### src/sbc_regs.svh
// register map, field positions and timing counts of the converter control block
`ifndef SBC_REGS_SVH
`define SBC_REGS_SVH
`define SBC_ADDR_W 4
`define SBC_OFF_CTRL 4'h0
`define SBC_OFF_STATUS 4'h4
`define SBC_OFF_IRQ_STAT 4'h8
`define SBC_OFF_IRQ_MASK 4'hc
`define SBC_CTRL_SAMPLE_EN 0
`define SBC_CTRL_SAMPLE_BIT 1
`define SBC_IRQ_DONE 0
`define SBC_IRQ_IGNORED 1
`define SBC_IRQ_W 2
`define SBC_RESP_OKAY 2'b00
`define SBC_RESP_SLVERR 2'b10
`define SBC_SETUP_NS 50
`define SBC_CLK_PERIOD_NS 10
`define SBC_SETUP_CYC ((`SBC_SETUP_NS + `SBC_CLK_PERIOD_NS - 1) / `SBC_CLK_PERIOD_NS)
`define SBC_BIT_NS 1600
`define SBC_BIT_CYC (`SBC_BIT_NS / `SBC_CLK_PERIOD_NS)
`endif

### src/sbc_pkg.sv
// types shared by the converter control block
package sbc_pkg;
  typedef enum logic [1:0] {
    SBC_IDLE,
    SBC_CONVERT,
    SBC_LOAD
  } sbc_state_t;
  typedef logic [11:0] sbc_code_t;
endpackage : sbc_pkg

### src/sbc_control.sv
// control and bus logic of a 12-bit successive-approximation converter
`timescale 1ns/100ps
`default_nettype none
`include "sbc_regs.svh"
module sbc_control
  import sbc_pkg::*;
#(
  parameter int BIT_CYC = `SBC_BIT_CYC
) (
  input wire logic ref_clk,
  input wire logic resetn,
  input wire logic chip_enable,
  input wire logic select_n,
  input wire logic read_convert_n,
  input wire logic width_select,
  input wire logic byte_short_cycle_select,
  input wire logic comparator_high,
  output logic [11:0] dac_code,
  output logic conversion_busy,
  output logic [11:0] data_out,
  output logic [11:0] data_oe,
  input wire logic [`SBC_ADDR_W-1:0] s_axi_awaddr,
  input wire logic s_axi_awvalid,
  output logic s_axi_awready,
  input wire logic [31:0] s_axi_wdata,
  input wire logic [3:0] s_axi_wstrb,
  input wire logic s_axi_wvalid,
  output logic s_axi_wready,
  output logic [1:0] s_axi_bresp,
  output logic s_axi_bvalid,
  input wire logic s_axi_bready,
  input wire logic [`SBC_ADDR_W-1:0] s_axi_araddr,
  input wire logic s_axi_arvalid,
  output logic s_axi_arready,
  output logic [31:0] s_axi_rdata,
  output logic [1:0] s_axi_rresp,
  output logic s_axi_rvalid,
  input wire logic s_axi_rready,
  output logic irq
);
  // trial code, comparator sync and decision need four cycles per bit
  if (BIT_CYC < 4) begin : g_bit_cyc_chk
    $error("sbc_control: BIT_CYC must be at least 4");
  end

  // pins pass two flops; comparator too
  logic [5:0] pins_s;
  sbc_sync #(.W(6)) u_sync (
    .ref_clk(ref_clk),
    .resetn(resetn),
    .d({comparator_high, byte_short_cycle_select, width_select, read_convert_n, select_n,
        chip_enable}),
    .q(pins_s)
  );
  logic ce_s, cs_n_s, rc_s, wid_s, bsel_s, cmp_s;
  assign {cmp_s, bsel_s, wid_s, rc_s, cs_n_s, ce_s} = pins_s;

  // decoded selection; enable low or select high means no operation
  logic selected, start_cond;
  assign selected = ce_s && !cs_n_s;
  assign start_cond = selected && !rc_s;

  sbc_state_t state, next_state;
  logic start_prev, next_start_prev;
  logic short_cycle, next_short_cycle;
  sbc_code_t sar, next_sar;
  sbc_code_t trial, next_trial;
  sbc_code_t result, next_result;
  logic [3:0] bit_idx, next_bit_idx;
  logic next_busy;
  logic ev_done, ev_ignored, tick, sample_en;
  logic [1:0] warm, next_warm;

  sbc_bit_timer #(.PERIOD(BIT_CYC)) u_timer (
    .ref_clk(ref_clk),
    .resetn(resetn),
    .run(state == SBC_CONVERT),
    .tick(tick)
  );

  // end of conversion index: 12-bit stops at bit 0, 8-bit at bit 4
  function automatic logic [3:0] last_bit(input logic short_c);
    last_bit = short_c ? 4'h4 : 4'h0;
  endfunction : last_bit

  // conversion sequencer
  always_comb begin
    next_state = state;
    next_warm = {warm[0], 1'b1};
    next_start_prev = start_cond || !warm[1]; // no false edge while sync fills
    next_short_cycle = short_cycle;
    next_sar = sar;
    next_trial = trial;
    next_result = result;
    next_bit_idx = bit_idx;
    next_busy = conversion_busy;
    ev_done = 1'b0;
    ev_ignored = 1'b0;
    unique case (state)
      SBC_IDLE: begin
        // rising edge of combined condition: last input to arrive starts it
        if (start_cond && !start_prev && sample_en) begin
          next_short_cycle = bsel_s;
          next_bit_idx = 4'hb;
          next_sar = 12'h000;
          next_trial = 12'h800;
          next_busy = 1'b1;
          next_state = SBC_CONVERT;
        end
      end
      SBC_CONVERT: begin
        if (start_cond && !start_prev) begin
          ev_ignored = 1'b1;
        end
        // one decision per bit period
        if (tick) begin
          if (cmp_s) begin
            next_sar = sar | trial;
          end
          next_trial = trial >> 1;
          if (bit_idx == last_bit(short_cycle)) begin
            next_state = SBC_LOAD;
          end else begin
            next_bit_idx = bit_idx - 4'h1;
          end
        end
      end
      SBC_LOAD: begin
        // latched on the same edge that busy falls; short result gets bit 3 set, 2..0 clear
        next_result = short_cycle ? {sar[11:4], 4'h8} : sar;
        next_busy = 1'b0;
        ev_done = 1'b1;
        next_state = SBC_IDLE;
      end
      default: begin
        next_state = SBC_IDLE;
        next_busy = 1'b0;
      end
    endcase
  end

  always_ff @(posedge ref_clk or negedge resetn) begin
    if (!resetn) begin
      state <= SBC_IDLE;
      start_prev <= 1'b1;
      warm <= 2'b00;
      short_cycle <= 1'b0;
      sar <= '0;
      trial <= '0;
      result <= '0;
      bit_idx <= '0;
      conversion_busy <= 1'b0;
    end else begin
      state <= next_state;
      start_prev <= next_start_prev;
      warm <= next_warm;
      short_cycle <= next_short_cycle;
      sar <= next_sar;
      trial <= next_trial;
      result <= next_result;
      bit_idx <= next_bit_idx;
      conversion_busy <= next_busy;
    end
  end

  // output drivers; enables drop one cycle before the other byte comes on
  logic [11:0] next_data_out, next_data_oe;
  logic [11:0] next_dac_code;
  always_comb begin
    next_data_out = data_out;
    next_data_oe = 12'h000;
    next_dac_code = (state == SBC_CONVERT) ? (sar | trial) : 12'h000;
    if (selected && rc_s && !conversion_busy && !next_busy) begin
      if (wid_s) begin
        next_data_out = result;
        next_data_oe = 12'hfff;
      end else if (!bsel_s) begin
        next_data_out = {result[11:4], 4'h0};
        next_data_oe = 12'hff0;
      end else begin
        next_data_out = {8'h00, result[3:0]};
        next_data_oe = 12'h0ff;
      end
      // break before make between the two bytes
      if ((data_oe[11:8] != 4'h0 && next_data_oe[11:8] == 4'h0) ||
          (data_oe[3:0] == 4'h0 && data_oe[11:4] != 8'h00 && next_data_oe[11:8] == 4'h0)) begin
        next_data_oe = 12'h000;
      end else if (data_oe[11:8] == 4'h0 && data_oe[7:0] != 8'h00 &&
                   next_data_oe[11:8] != 4'h0) begin
        next_data_oe = 12'h000;
      end
    end
  end
  always_ff @(posedge ref_clk or negedge resetn) begin
    if (!resetn) begin
      data_out <= '0;
      data_oe <= '0;
      dac_code <= '0;
    end else begin
      data_out <= next_data_out;
      data_oe <= next_data_oe;
      dac_code <= next_dac_code;
    end
  end

  // register file: ctrl, status, sticky events, mask
  logic [1:0] ctrl, next_ctrl;
  logic [`SBC_IRQ_W-1:0] irq_stat, next_irq_stat, irq_mask, next_irq_mask;
  logic aw_held, next_aw_held, w_held, next_w_held;
  logic [`SBC_ADDR_W-1:0] aw_addr, next_aw_addr;
  logic [31:0] w_data, next_w_data;
  logic [3:0] w_strb, next_w_strb;
  logic next_bvalid, next_rvalid, next_irq;
  logic [1:0] next_bresp, next_rresp;
  logic [31:0] next_rdata;
  logic do_write;
  assign sample_en = ctrl[`SBC_CTRL_SAMPLE_EN];

  always_comb begin
    next_aw_held = aw_held;
    next_w_held = w_held;
    next_aw_addr = aw_addr;
    next_w_data = w_data;
    next_w_strb = w_strb;
    next_ctrl = ctrl;
    next_irq_mask = irq_mask;
    next_bvalid = s_axi_bvalid;
    next_bresp = s_axi_bresp;
    next_rvalid = s_axi_rvalid;
    next_rresp = s_axi_rresp;
    next_rdata = s_axi_rdata;
    next_irq_stat = irq_stat;
    if (s_axi_awvalid && s_axi_awready) begin
      next_aw_held = 1'b1;
      next_aw_addr = s_axi_awaddr;
    end
    if (s_axi_wvalid && s_axi_wready) begin
      next_w_held = 1'b1;
      next_w_data = s_axi_wdata;
      next_w_strb = s_axi_wstrb;
    end
    do_write = aw_held && w_held && !s_axi_bvalid;
    if (do_write) begin
      next_aw_held = 1'b0;
      next_w_held = 1'b0;
      next_bvalid = 1'b1;
      next_bresp = `SBC_RESP_OKAY;
      unique case (aw_addr)
        `SBC_OFF_CTRL: if (w_strb[0]) next_ctrl = w_data[1:0];
        `SBC_OFF_IRQ_STAT: if (w_strb[0]) next_irq_stat = irq_stat & ~w_data[1:0];
        `SBC_OFF_IRQ_MASK: if (w_strb[0]) next_irq_mask = w_data[1:0];
        `SBC_OFF_STATUS: ;
        default: next_bresp = `SBC_RESP_SLVERR;
      endcase
    end
    if (s_axi_bvalid && s_axi_bready) begin
      next_bvalid = 1'b0;
    end
    // events set after the clear so a same-cycle event survives
    if (ev_done) next_irq_stat[`SBC_IRQ_DONE] = 1'b1;
    if (ev_ignored) next_irq_stat[`SBC_IRQ_IGNORED] = 1'b1;
    if (s_axi_arvalid && s_axi_arready) begin
      next_rvalid = 1'b1;
      next_rresp = `SBC_RESP_OKAY;
      unique case (s_axi_araddr)
        `SBC_OFF_CTRL: next_rdata = {30'h0, ctrl};
        `SBC_OFF_STATUS: next_rdata = {short_cycle, 3'h0, result, 15'h0, conversion_busy};
        `SBC_OFF_IRQ_STAT: next_rdata = {30'h0, irq_stat};
        `SBC_OFF_IRQ_MASK: next_rdata = {30'h0, irq_mask};
        default: begin
          next_rdata = 32'h0;
          next_rresp = `SBC_RESP_SLVERR;
        end
      endcase
    end else if (s_axi_rvalid && s_axi_rready) begin
      next_rvalid = 1'b0;
    end
    next_irq = |(next_irq_stat & next_irq_mask);
  end

  always_ff @(posedge ref_clk or negedge resetn) begin
    if (!resetn) begin
      aw_held <= 1'b0;
      w_held <= 1'b0;
      aw_addr <= '0;
      w_data <= '0;
      w_strb <= '0;
      ctrl <= 2'b01;
      irq_stat <= '0;
      irq_mask <= '0;
      s_axi_bvalid <= 1'b0;
      s_axi_bresp <= `SBC_RESP_OKAY;
      s_axi_rvalid <= 1'b0;
      s_axi_rresp <= `SBC_RESP_OKAY;
      s_axi_rdata <= '0;
      irq <= 1'b0;
      s_axi_awready <= 1'b0;
      s_axi_wready <= 1'b0;
      s_axi_arready <= 1'b0;
    end else begin
      aw_held <= next_aw_held;
      w_held <= next_w_held;
      aw_addr <= next_aw_addr;
      w_data <= next_w_data;
      w_strb <= next_w_strb;
      ctrl <= next_ctrl;
      irq_stat <= next_irq_stat;
      irq_mask <= next_irq_mask;
      s_axi_bvalid <= next_bvalid;
      s_axi_bresp <= next_bresp;
      s_axi_rvalid <= next_rvalid;
      s_axi_rresp <= next_rresp;
      s_axi_rdata <= next_rdata;
      irq <= next_irq;
      // ready one cycle after valid while its slot is empty
      s_axi_awready <= !next_aw_held && s_axi_awvalid && !s_axi_awready;
      s_axi_wready <= !next_w_held && s_axi_wvalid && !s_axi_wready;
      s_axi_arready <= !next_rvalid && s_axi_arvalid && !s_axi_arready;
    end
  end
endmodule : sbc_control
`default_nettype wire

### src/sbc_sync.sv
// two-flop synchroniser for a bundle of pin inputs
`timescale 1ns/100ps
`default_nettype none
module sbc_sync #(
  parameter int W = 1
) (
  input wire logic ref_clk,
  input wire logic resetn,
  input wire logic [W-1:0] d,
  output logic [W-1:0] q
);
  logic [W-1:0] meta;
  logic [W-1:0] next_meta;
  logic [W-1:0] next_q;
  // first stage feeds only the second
  always_comb begin
    next_meta = d;
    next_q = meta;
  end
  always_ff @(posedge ref_clk or negedge resetn) begin
    if (!resetn) begin
      meta <= '0;
      q <= '0;
    end else begin
      meta <= next_meta;
      q <= next_q;
    end
  end
endmodule : sbc_sync
`default_nettype wire

### src/sbc_bit_timer.sv
// divider giving one enable pulse per successive-approximation bit period
`timescale 1ns/100ps
`default_nettype none
module sbc_bit_timer #(
  parameter int PERIOD = 160
) (
  input wire logic ref_clk,
  input wire logic resetn,
  input wire logic run,
  output logic tick
);
  logic [15:0] cnt;
  logic [15:0] next_cnt;
  logic next_tick;
  if (PERIOD < 1 || PERIOD > 65535) begin : g_period_chk
    $error("sbc_bit_timer: PERIOD out of range");
  end
  // count while running, pulse at wrap, restart when stopped
  always_comb begin
    next_cnt = cnt;
    next_tick = 1'b0;
    if (!run) begin
      next_cnt = '0;
    end else if (cnt == 16'(PERIOD - 1)) begin
      next_cnt = '0;
      next_tick = 1'b1;
    end else begin
      next_cnt = cnt + 16'h0001;
    end
  end
  always_ff @(posedge ref_clk or negedge resetn) begin
    if (!resetn) begin
      cnt <= '0;
      tick <= 1'b0;
    end else begin
      cnt <= next_cnt;
      tick <= next_tick;
    end
  end
endmodule : sbc_bit_timer
`default_nettype wire

### config.mk
export PLATFORM = sky130hd
export DESIGN_NAME = sbc_control
export DESIGN_NICKNAME = d
export VERILOG_FILES = /design/src/sbc_pkg.sv /design/src/sbc_control.sv /design/src/sbc_sync.sv /design/src/sbc_bit_timer.sv
export VERILOG_INCLUDE_DIRS = /design/src /design/src/src
export SDC_FILE = /design/constraint.sdc
export NUM_CORES = 1
export LEC_CHECK = 0
export ABC_CLOCK_PERIOD_IN_PS = 1600
export BUFFER_PORTS_ARGS = -buffer_cell sky130_fd_sc_hd__buf_2
export CORE_ASPECT_RATIO = 1.75
export CORE_MARGIN = 1
export CORE_UTILIZATION = 48
export CTS_CLUSTER_DIAMETER = 30
export DETAILED_ROUTE_END_ITERATION = 8
export GPL_TIMING_DRIVEN = 0
export PLACE_DENSITY = 0.76
export SYNTH_ARGS = -nofsm -noshare
export SYNTH_HDL_FRONTEND = slang
export SYNTH_SLANG_ARGS = --single-unit
### constraint.sdc
create_clock -name ref_clk -period 1.6 [get_ports ref_clk]
set_input_delay 0.16 -clock ref_clk [delete_from_list [all_inputs] [get_ports ref_clk]]
set_output_delay 0.16 -clock ref_clk [all_outputs]
set_load 0.01 [all_outputs]
* Word-level counts from Yosys, hierarchy flattened
Index checks and enable logic that the tools add are counted.
Operators by class: eq/ne operators 15, bitwise gates (word level) 4, mux-type cells 54, reductions and logical operators 61, add/sub/neg operators 2
Operator list (number):
- $mux W12 | 14
- $pmux W32 S4 | 1
- $pmux W12 S2 | 2
- $mux W16 | 2
- $logic_and A1 B1 Y1 | 25
- $mux W2 | 11
- $logic_not A4 Y1 | 5
- $add A16 B1 Y16 const B | 1
- $eq A16 B8 Y1 const B | 1
- $eq A4 B4 Y1 const B | 4
- $mux W1 | 16
- $mux W4 | 4
- $reduce_bool A8 Y1 | 2
- $logic_not A1 Y1 | 13
- $or A12 B12 Y12 | 1
- $ne A2 B2 Y1 const B | 5
- $reduce_and A3 Y1 | 3
- $eq A4 B3 Y1 const B | 2
- $pmux W4 S2 | 1
- $reduce_and A4 Y1 | 2
- $reduce_bool A4 Y1 | 2
- $reduce_or A4 Y1 | 2
- $and A2 B2 Y2 | 2
- $eq A4 B3 Y1 | 1
- other kinds (12) | 14
Word-level totals: flip-flop bits (word level) 169, logic and storage cells 169

* Longest topological paths before layout
word-level depth 15, mapped depth 7, mapped depth without buffers 5

* By module
A second synthesis with hierarchy kept.
Second synthesis, totals: cells, all modules 511, area total of the unflattened synthesis 5908.2 sq um
Modules (own cells, without submodules):
- sbc_control | cells each 417, times used 1, area an instance 4740.8 sq um
- sbc_bit_timer | cells each 82, times used 1, area an instance 867.1 sq um
- sbc_sync | cells each 12, times used 1, area an instance 300.3 sq um

* Least setup slack after synthesis
No wires, ideal clock.
path type reg-to-reg, start point register u_sync.q[1], end point register sar[10], cell stages (with the launch flop) 6, path buffers 1, period minus slack after synthesis 1801 ps, required time 1475 ps, data arrival time 1676 ps, setup slack -201 ps, cells stage by stage dfrtp_1 -> nor4b_2 -> nand3b_1 -> a21oi_1 -> buf_2 -> mux2_2
Between the ends: longest elaborated chain between the ends 7
RTL lines:
- start: declaration | line sbc_sync.sv:10 | output logic [W-1:0] q
- start signal: assignment | line sbc_sync.sv:26 | q <= next_q;
- $logic_not A1 Y1 | line sbc_control.sv:60 | assign selected = ce_s && !cs_n_s;
- $logic_and A1 B1 Y1 | line sbc_control.sv:60
- $logic_and A1 B1 Y1 | line sbc_control.sv:61 | assign start_cond = selected && !rc_s;
- $logic_and A1 B1 Y1 (2 in a row) | line sbc_control.sv:102 | if (start_cond && !start_prev && sample_en) begin
- $ne A2 B2 Y1 (no source line)
- $reduce_and A4 Y1 (no source line)
- end signal: assignment | line sbc_control.sv:158 | sar <= next_sar;
- end: declaration | line sbc_control.sv:66 | sbc_code_t sar, next_sar;
Every way passes these cells. A chain may end at the register's enable or synchronous reset.

* Final worst setup path
start point register u_sync.q[2], end point register sar[5]
Between the ends: longest elaborated chain between the ends 6
RTL lines (line):
- $logic_not A1 Y1 | sbc_control.sv:61
- $logic_and A1 B1 Y1 | sbc_control.sv:61
- $logic_and A1 B1 Y1 (2 in a row) | sbc_control.sv:102
- $ne A2 B2 Y1 (no source line)
- $reduce_and A4 Y1 (no source line)
Every way passes these cells.

==> summary.txt <==
Run status
  – Outcome: complete, but fails checks
  – Failing checks: DRC, setup timing

Run
  – Max-cap violations: 0

Cells and area
  – Layout area overhead: 32.8%
  – Final Cell Area: 7490 sq um
  – Post-Route Utilization: 0.650
  – N_diodes: 0
  – Layout cells sized above 1: 0.364
  – Finished Layout Cells: 795
  – Nets: 707

Route
  – Vias: 4,127
  – Pre-Repair DR Iteration Count: 7
  – Drt total wl: 12,100 um
  – DRC: 15
  – WL/cell: 15.2 um
  – DR iter-0 viols: 206
  – DR vias/cell: 5.19
  – Post-route ant nets: 0

GRT
  – Number of global-route vias before repair: 4,301
  – Total GRT Usage: 0.213
  – Largest net degree at the start of global routing: 104
  – Global-route wire length before repair: 20,400 um
  – Total grt overflow: 0
  – Initial antenna violation count: 0

Synth
  – EDFF count, synth: 0
  – Ys flop type: dfrtp_1
  – Synth Cell Area: 5640 sq um
  – Avg Inst Size Synth: 11.6 sq um
  – Leading area contributor after synthesis: dfrtp_1
  – Ranking of synthesized cells by area: dfrtp_1 (62%), mux2_2 (4.8%), nand2_1 (4.3%), a22o_1 (4.2%), buf_4 (3.7%)
  – Seq/Total Area, Yosys: 0.626
  – Async SR Flop Fraction: 1.00
  – Yosys cell types: 49
  – Cell count after synthesis: 485
  – FF+latch count, synth: 141
  – Most numerous cell in the Yosys netlist: dfrtp_1
  – Synth top area share: 0.617
  – Top cells by count, synth: dfrtp_1 (139), nand2_1 (64), nor2_1 (46), o21ai_0 (31), buf_4 (28)
  – Yosys warning count: 0

Pwr
  – Worst VDD drop: 0.000730 V
  – Pwr/cell area: 1260 nW/um^2
  – Static leakage: 3.73 nW

Die
  – I/O pin count: 136
  – Die Y: 145 um
  – Initial core utilization: 0.490
  – DIE AREA: 12,200 sq um
  – DIE WIDTH: 83.9 um
  – Row cnt: 52
  – Core area: 11,500 sq um

CTS
  – CTS tree: built
  – CTS Sinks: 141
  – CTS Buf Count: 17
  – Clock latency on the worst-skew pair: 0.41 ns
  – Clock transition at path regs: 0.06 ns
  – CTS H-tree depth: 4
  – Clk buf depth: 2
  – Root Driver: clkbuf_16

Setup path
  – Reg2reg start: u_sync.q[2]$_DFF_PN0_
  – R2R Setup Slk: -0.16 ns
  – CP cell instances: nor4b_4 > nand3b_1 > a21oi_4 > buf_8 > mux2_2
  – Max incr delay on CP: 0.40 ns
  – CP max stage cell: dfrtp_1
  – R2r endpoint: sar[5]$_DFFE_PN0P_
  – CP endpoint kind: register
  – Critical path class: register to register
  – CP startpoint kind: register
  – CP arrival: 2.06 ns
  – Worst R2R Path Depth: 5
  – Req. time, crit path: 1.90 ns
  – Max FO, Critical Path: 10

Place
  – Dpl hpwl: 7850 um
  – Placed insts: 722
  – Buffers on Ports: 83
  – Post-placement cell area: 6340 sq um
  – Routability cong.: 0.755

Timing
  – Setup TNS: -1.99 ns
  – Slew headroom: 0.663
  – Period utilisation layout: 1.10
  – Setup WS post-layout: -0.158 ns
  – Final setup viols: 22
  – F_max: 569 MHz
  – Time the worst path needs with I/O delays and setup: 1.76 ns
  – Clock Skews: 0.00749 ns
  – Max-slew violation count: 0
  – Final number of hold-violating endpoints: 0
  – RSZ-0062 raised after global routing: true
  – Worst Tran Pin Value: 0.506 ns

Worst hold path
  – Worst-case hold path end point: s_axi_wready$_DFF_PN0_
  – WHS Path Cells: 2
  – Worst hold path startpoint: s_axi_wvalid
  – Worst hold path class: input pin to register
-- kinds of logic after synthesis --
family	share of synthesized area
xor gates and xnor gates	0.0186
DFF	0.626
adders and majority gates	0.00666
and+or+nand+nor	0.143
buffers and inverters	0.0524
muxes	0.0537
other	0.00133
AOI/OAI and AO/OA	0.0981
-- timing repair --
| item | in CTS | in global routing |
|---|---|---|
| hold buffers | 17 | 0 |
| resized for setup | 30 | 28 |
| pin swaps | 9 | 8 |
| setup buffers | 18 | 8 |
| setup endpoints to repair | 55 | 63 |
| cloned | 0 | 1 |
| hold endpoints to repair | 54 | 0 |
-- power breakdown --
| group | internal, W | switching, W | leakage [nW] |
|---|---|---|---|
| registers | 0.00389 | 0.000296 | 1.88 |
| clock network | 0.00247 | 0.00153 | 0.295 |
| logic | 0.000607 | 0.000666 | 1.55 |
-- how the worst max path moves through the flow --
stage | startpoint | endpoint | cells past startpoint
2_1_floorplan | u_sync.q[2]$_DFF_PN0_ | sar[10]$_DFFE_PN0P_ | 5
3_3_place_gp | resetn | dac_code[7]$_DFF_PN0_ | 1
3_5_place_dp | state[1]$_DFFE_PN0P_ | bit_idx[3]$_DFFE_PN0P_ | 6
4_1_cts | u_sync.q[2]$_DFF_PN0_ | sar[5]$_DFFE_PN0P_ | 5
5_1_grt | u_sync.q[2]$_DFF_PN0_ | sar[2]$_DFFE_PN0P_ | 5
6_report | u_sync.q[2]$_DFF_PN0_ | sar[5]$_DFFE_PN0P_ | 5
-- metal layers --
| layer | share of wire | track usage | up-vias |
|---|---|---|---|
| met1 | 0.36 | 0.219 | 2034 |
| met2 | 0.58 | 0.400 | 111 |
| li1 | - | - | 1952 |
| met4 | 0.026 | 0.0931 | 0 |
| met3 | 0.037 | 0.0533 | 30 |
| met5 | 0 | 0 | - |
-- registers in the layout (all words and copies together), names as in the netlist, 3 cells and up --
signal and count:
data_oe 3, u_sync.meta 6, sar 12, aw_addr 4
u_sync.q 6, result 12, u_timer.cnt 16, s_axi_rdata 15
dac_code 12, data_out 12, bit_idx 4, trial 12
-- final cells by class --
cell class / count / area, sq um
sequential: 141 / 3540
tap: 135 / 169
multi-input combinational: 312 / 2040
inverter: 8 / 30.0
buffer: 41 / 294
timing repair buffer: 126 / 805
fill: 831 / 4030
clock buffer: 17 / 425
clock inverter: 15 / 185
-- per-stage QoR --
step	power [W]	worst slack [ns]	hold WS, ns
finish	0.00946	-0.158	0.0309
global route	0.00987	-0.276	0.0283
CTS	0.00944	-0.132	0.00544
detailed placement	0.00532	-0.411	0.0891
global placement	0.00522	-1.38	0.270
floorplan	0.00487	-0.0994	-0.136
-- critical path: cells and delay by family (launching register included) --
family	cells	cell delay (ns)
multiplexers	1	0.34
AO/OA/AOI/OAI	1	0.21
buffers and inverters	1	0.17
AND/OR/NAND/NOR	2	0.52
flip-flops	1	0.40
-- cells in the final DEF, fill, tap and decap left out, types with 3 or more instances in the layout --
cell,netlist,final
a21oi_1,13,9
a22o_1,27,27
buf_2,2,83
buf_4,28,53
bufinv_16,0,3
clkbuf_1,11,4
clkbuf_16,0,17
clkbuf_2,0,4
clkinv_4,0,3
conb_1,2,20
dfrtp_1,139,134
dfrtp_2,0,5
dlygate4sd3_1,0,17
inv_1,8,8
inv_6,0,5
mux2_2,24,22
nand2_1,64,61
nand2_2,0,3
nand2b_1,7,6
nand3_1,10,9
nand3b_1,3,3
nand4_1,4,4
nor2_1,46,45
nor3_1,5,4
nor3b_1,5,4
o21a_1,3,3
o21ai_0,31,29
xnor2_1,6,6
xor2_1,6,6
No activity file was read; power rests on OpenSTA's default activity.
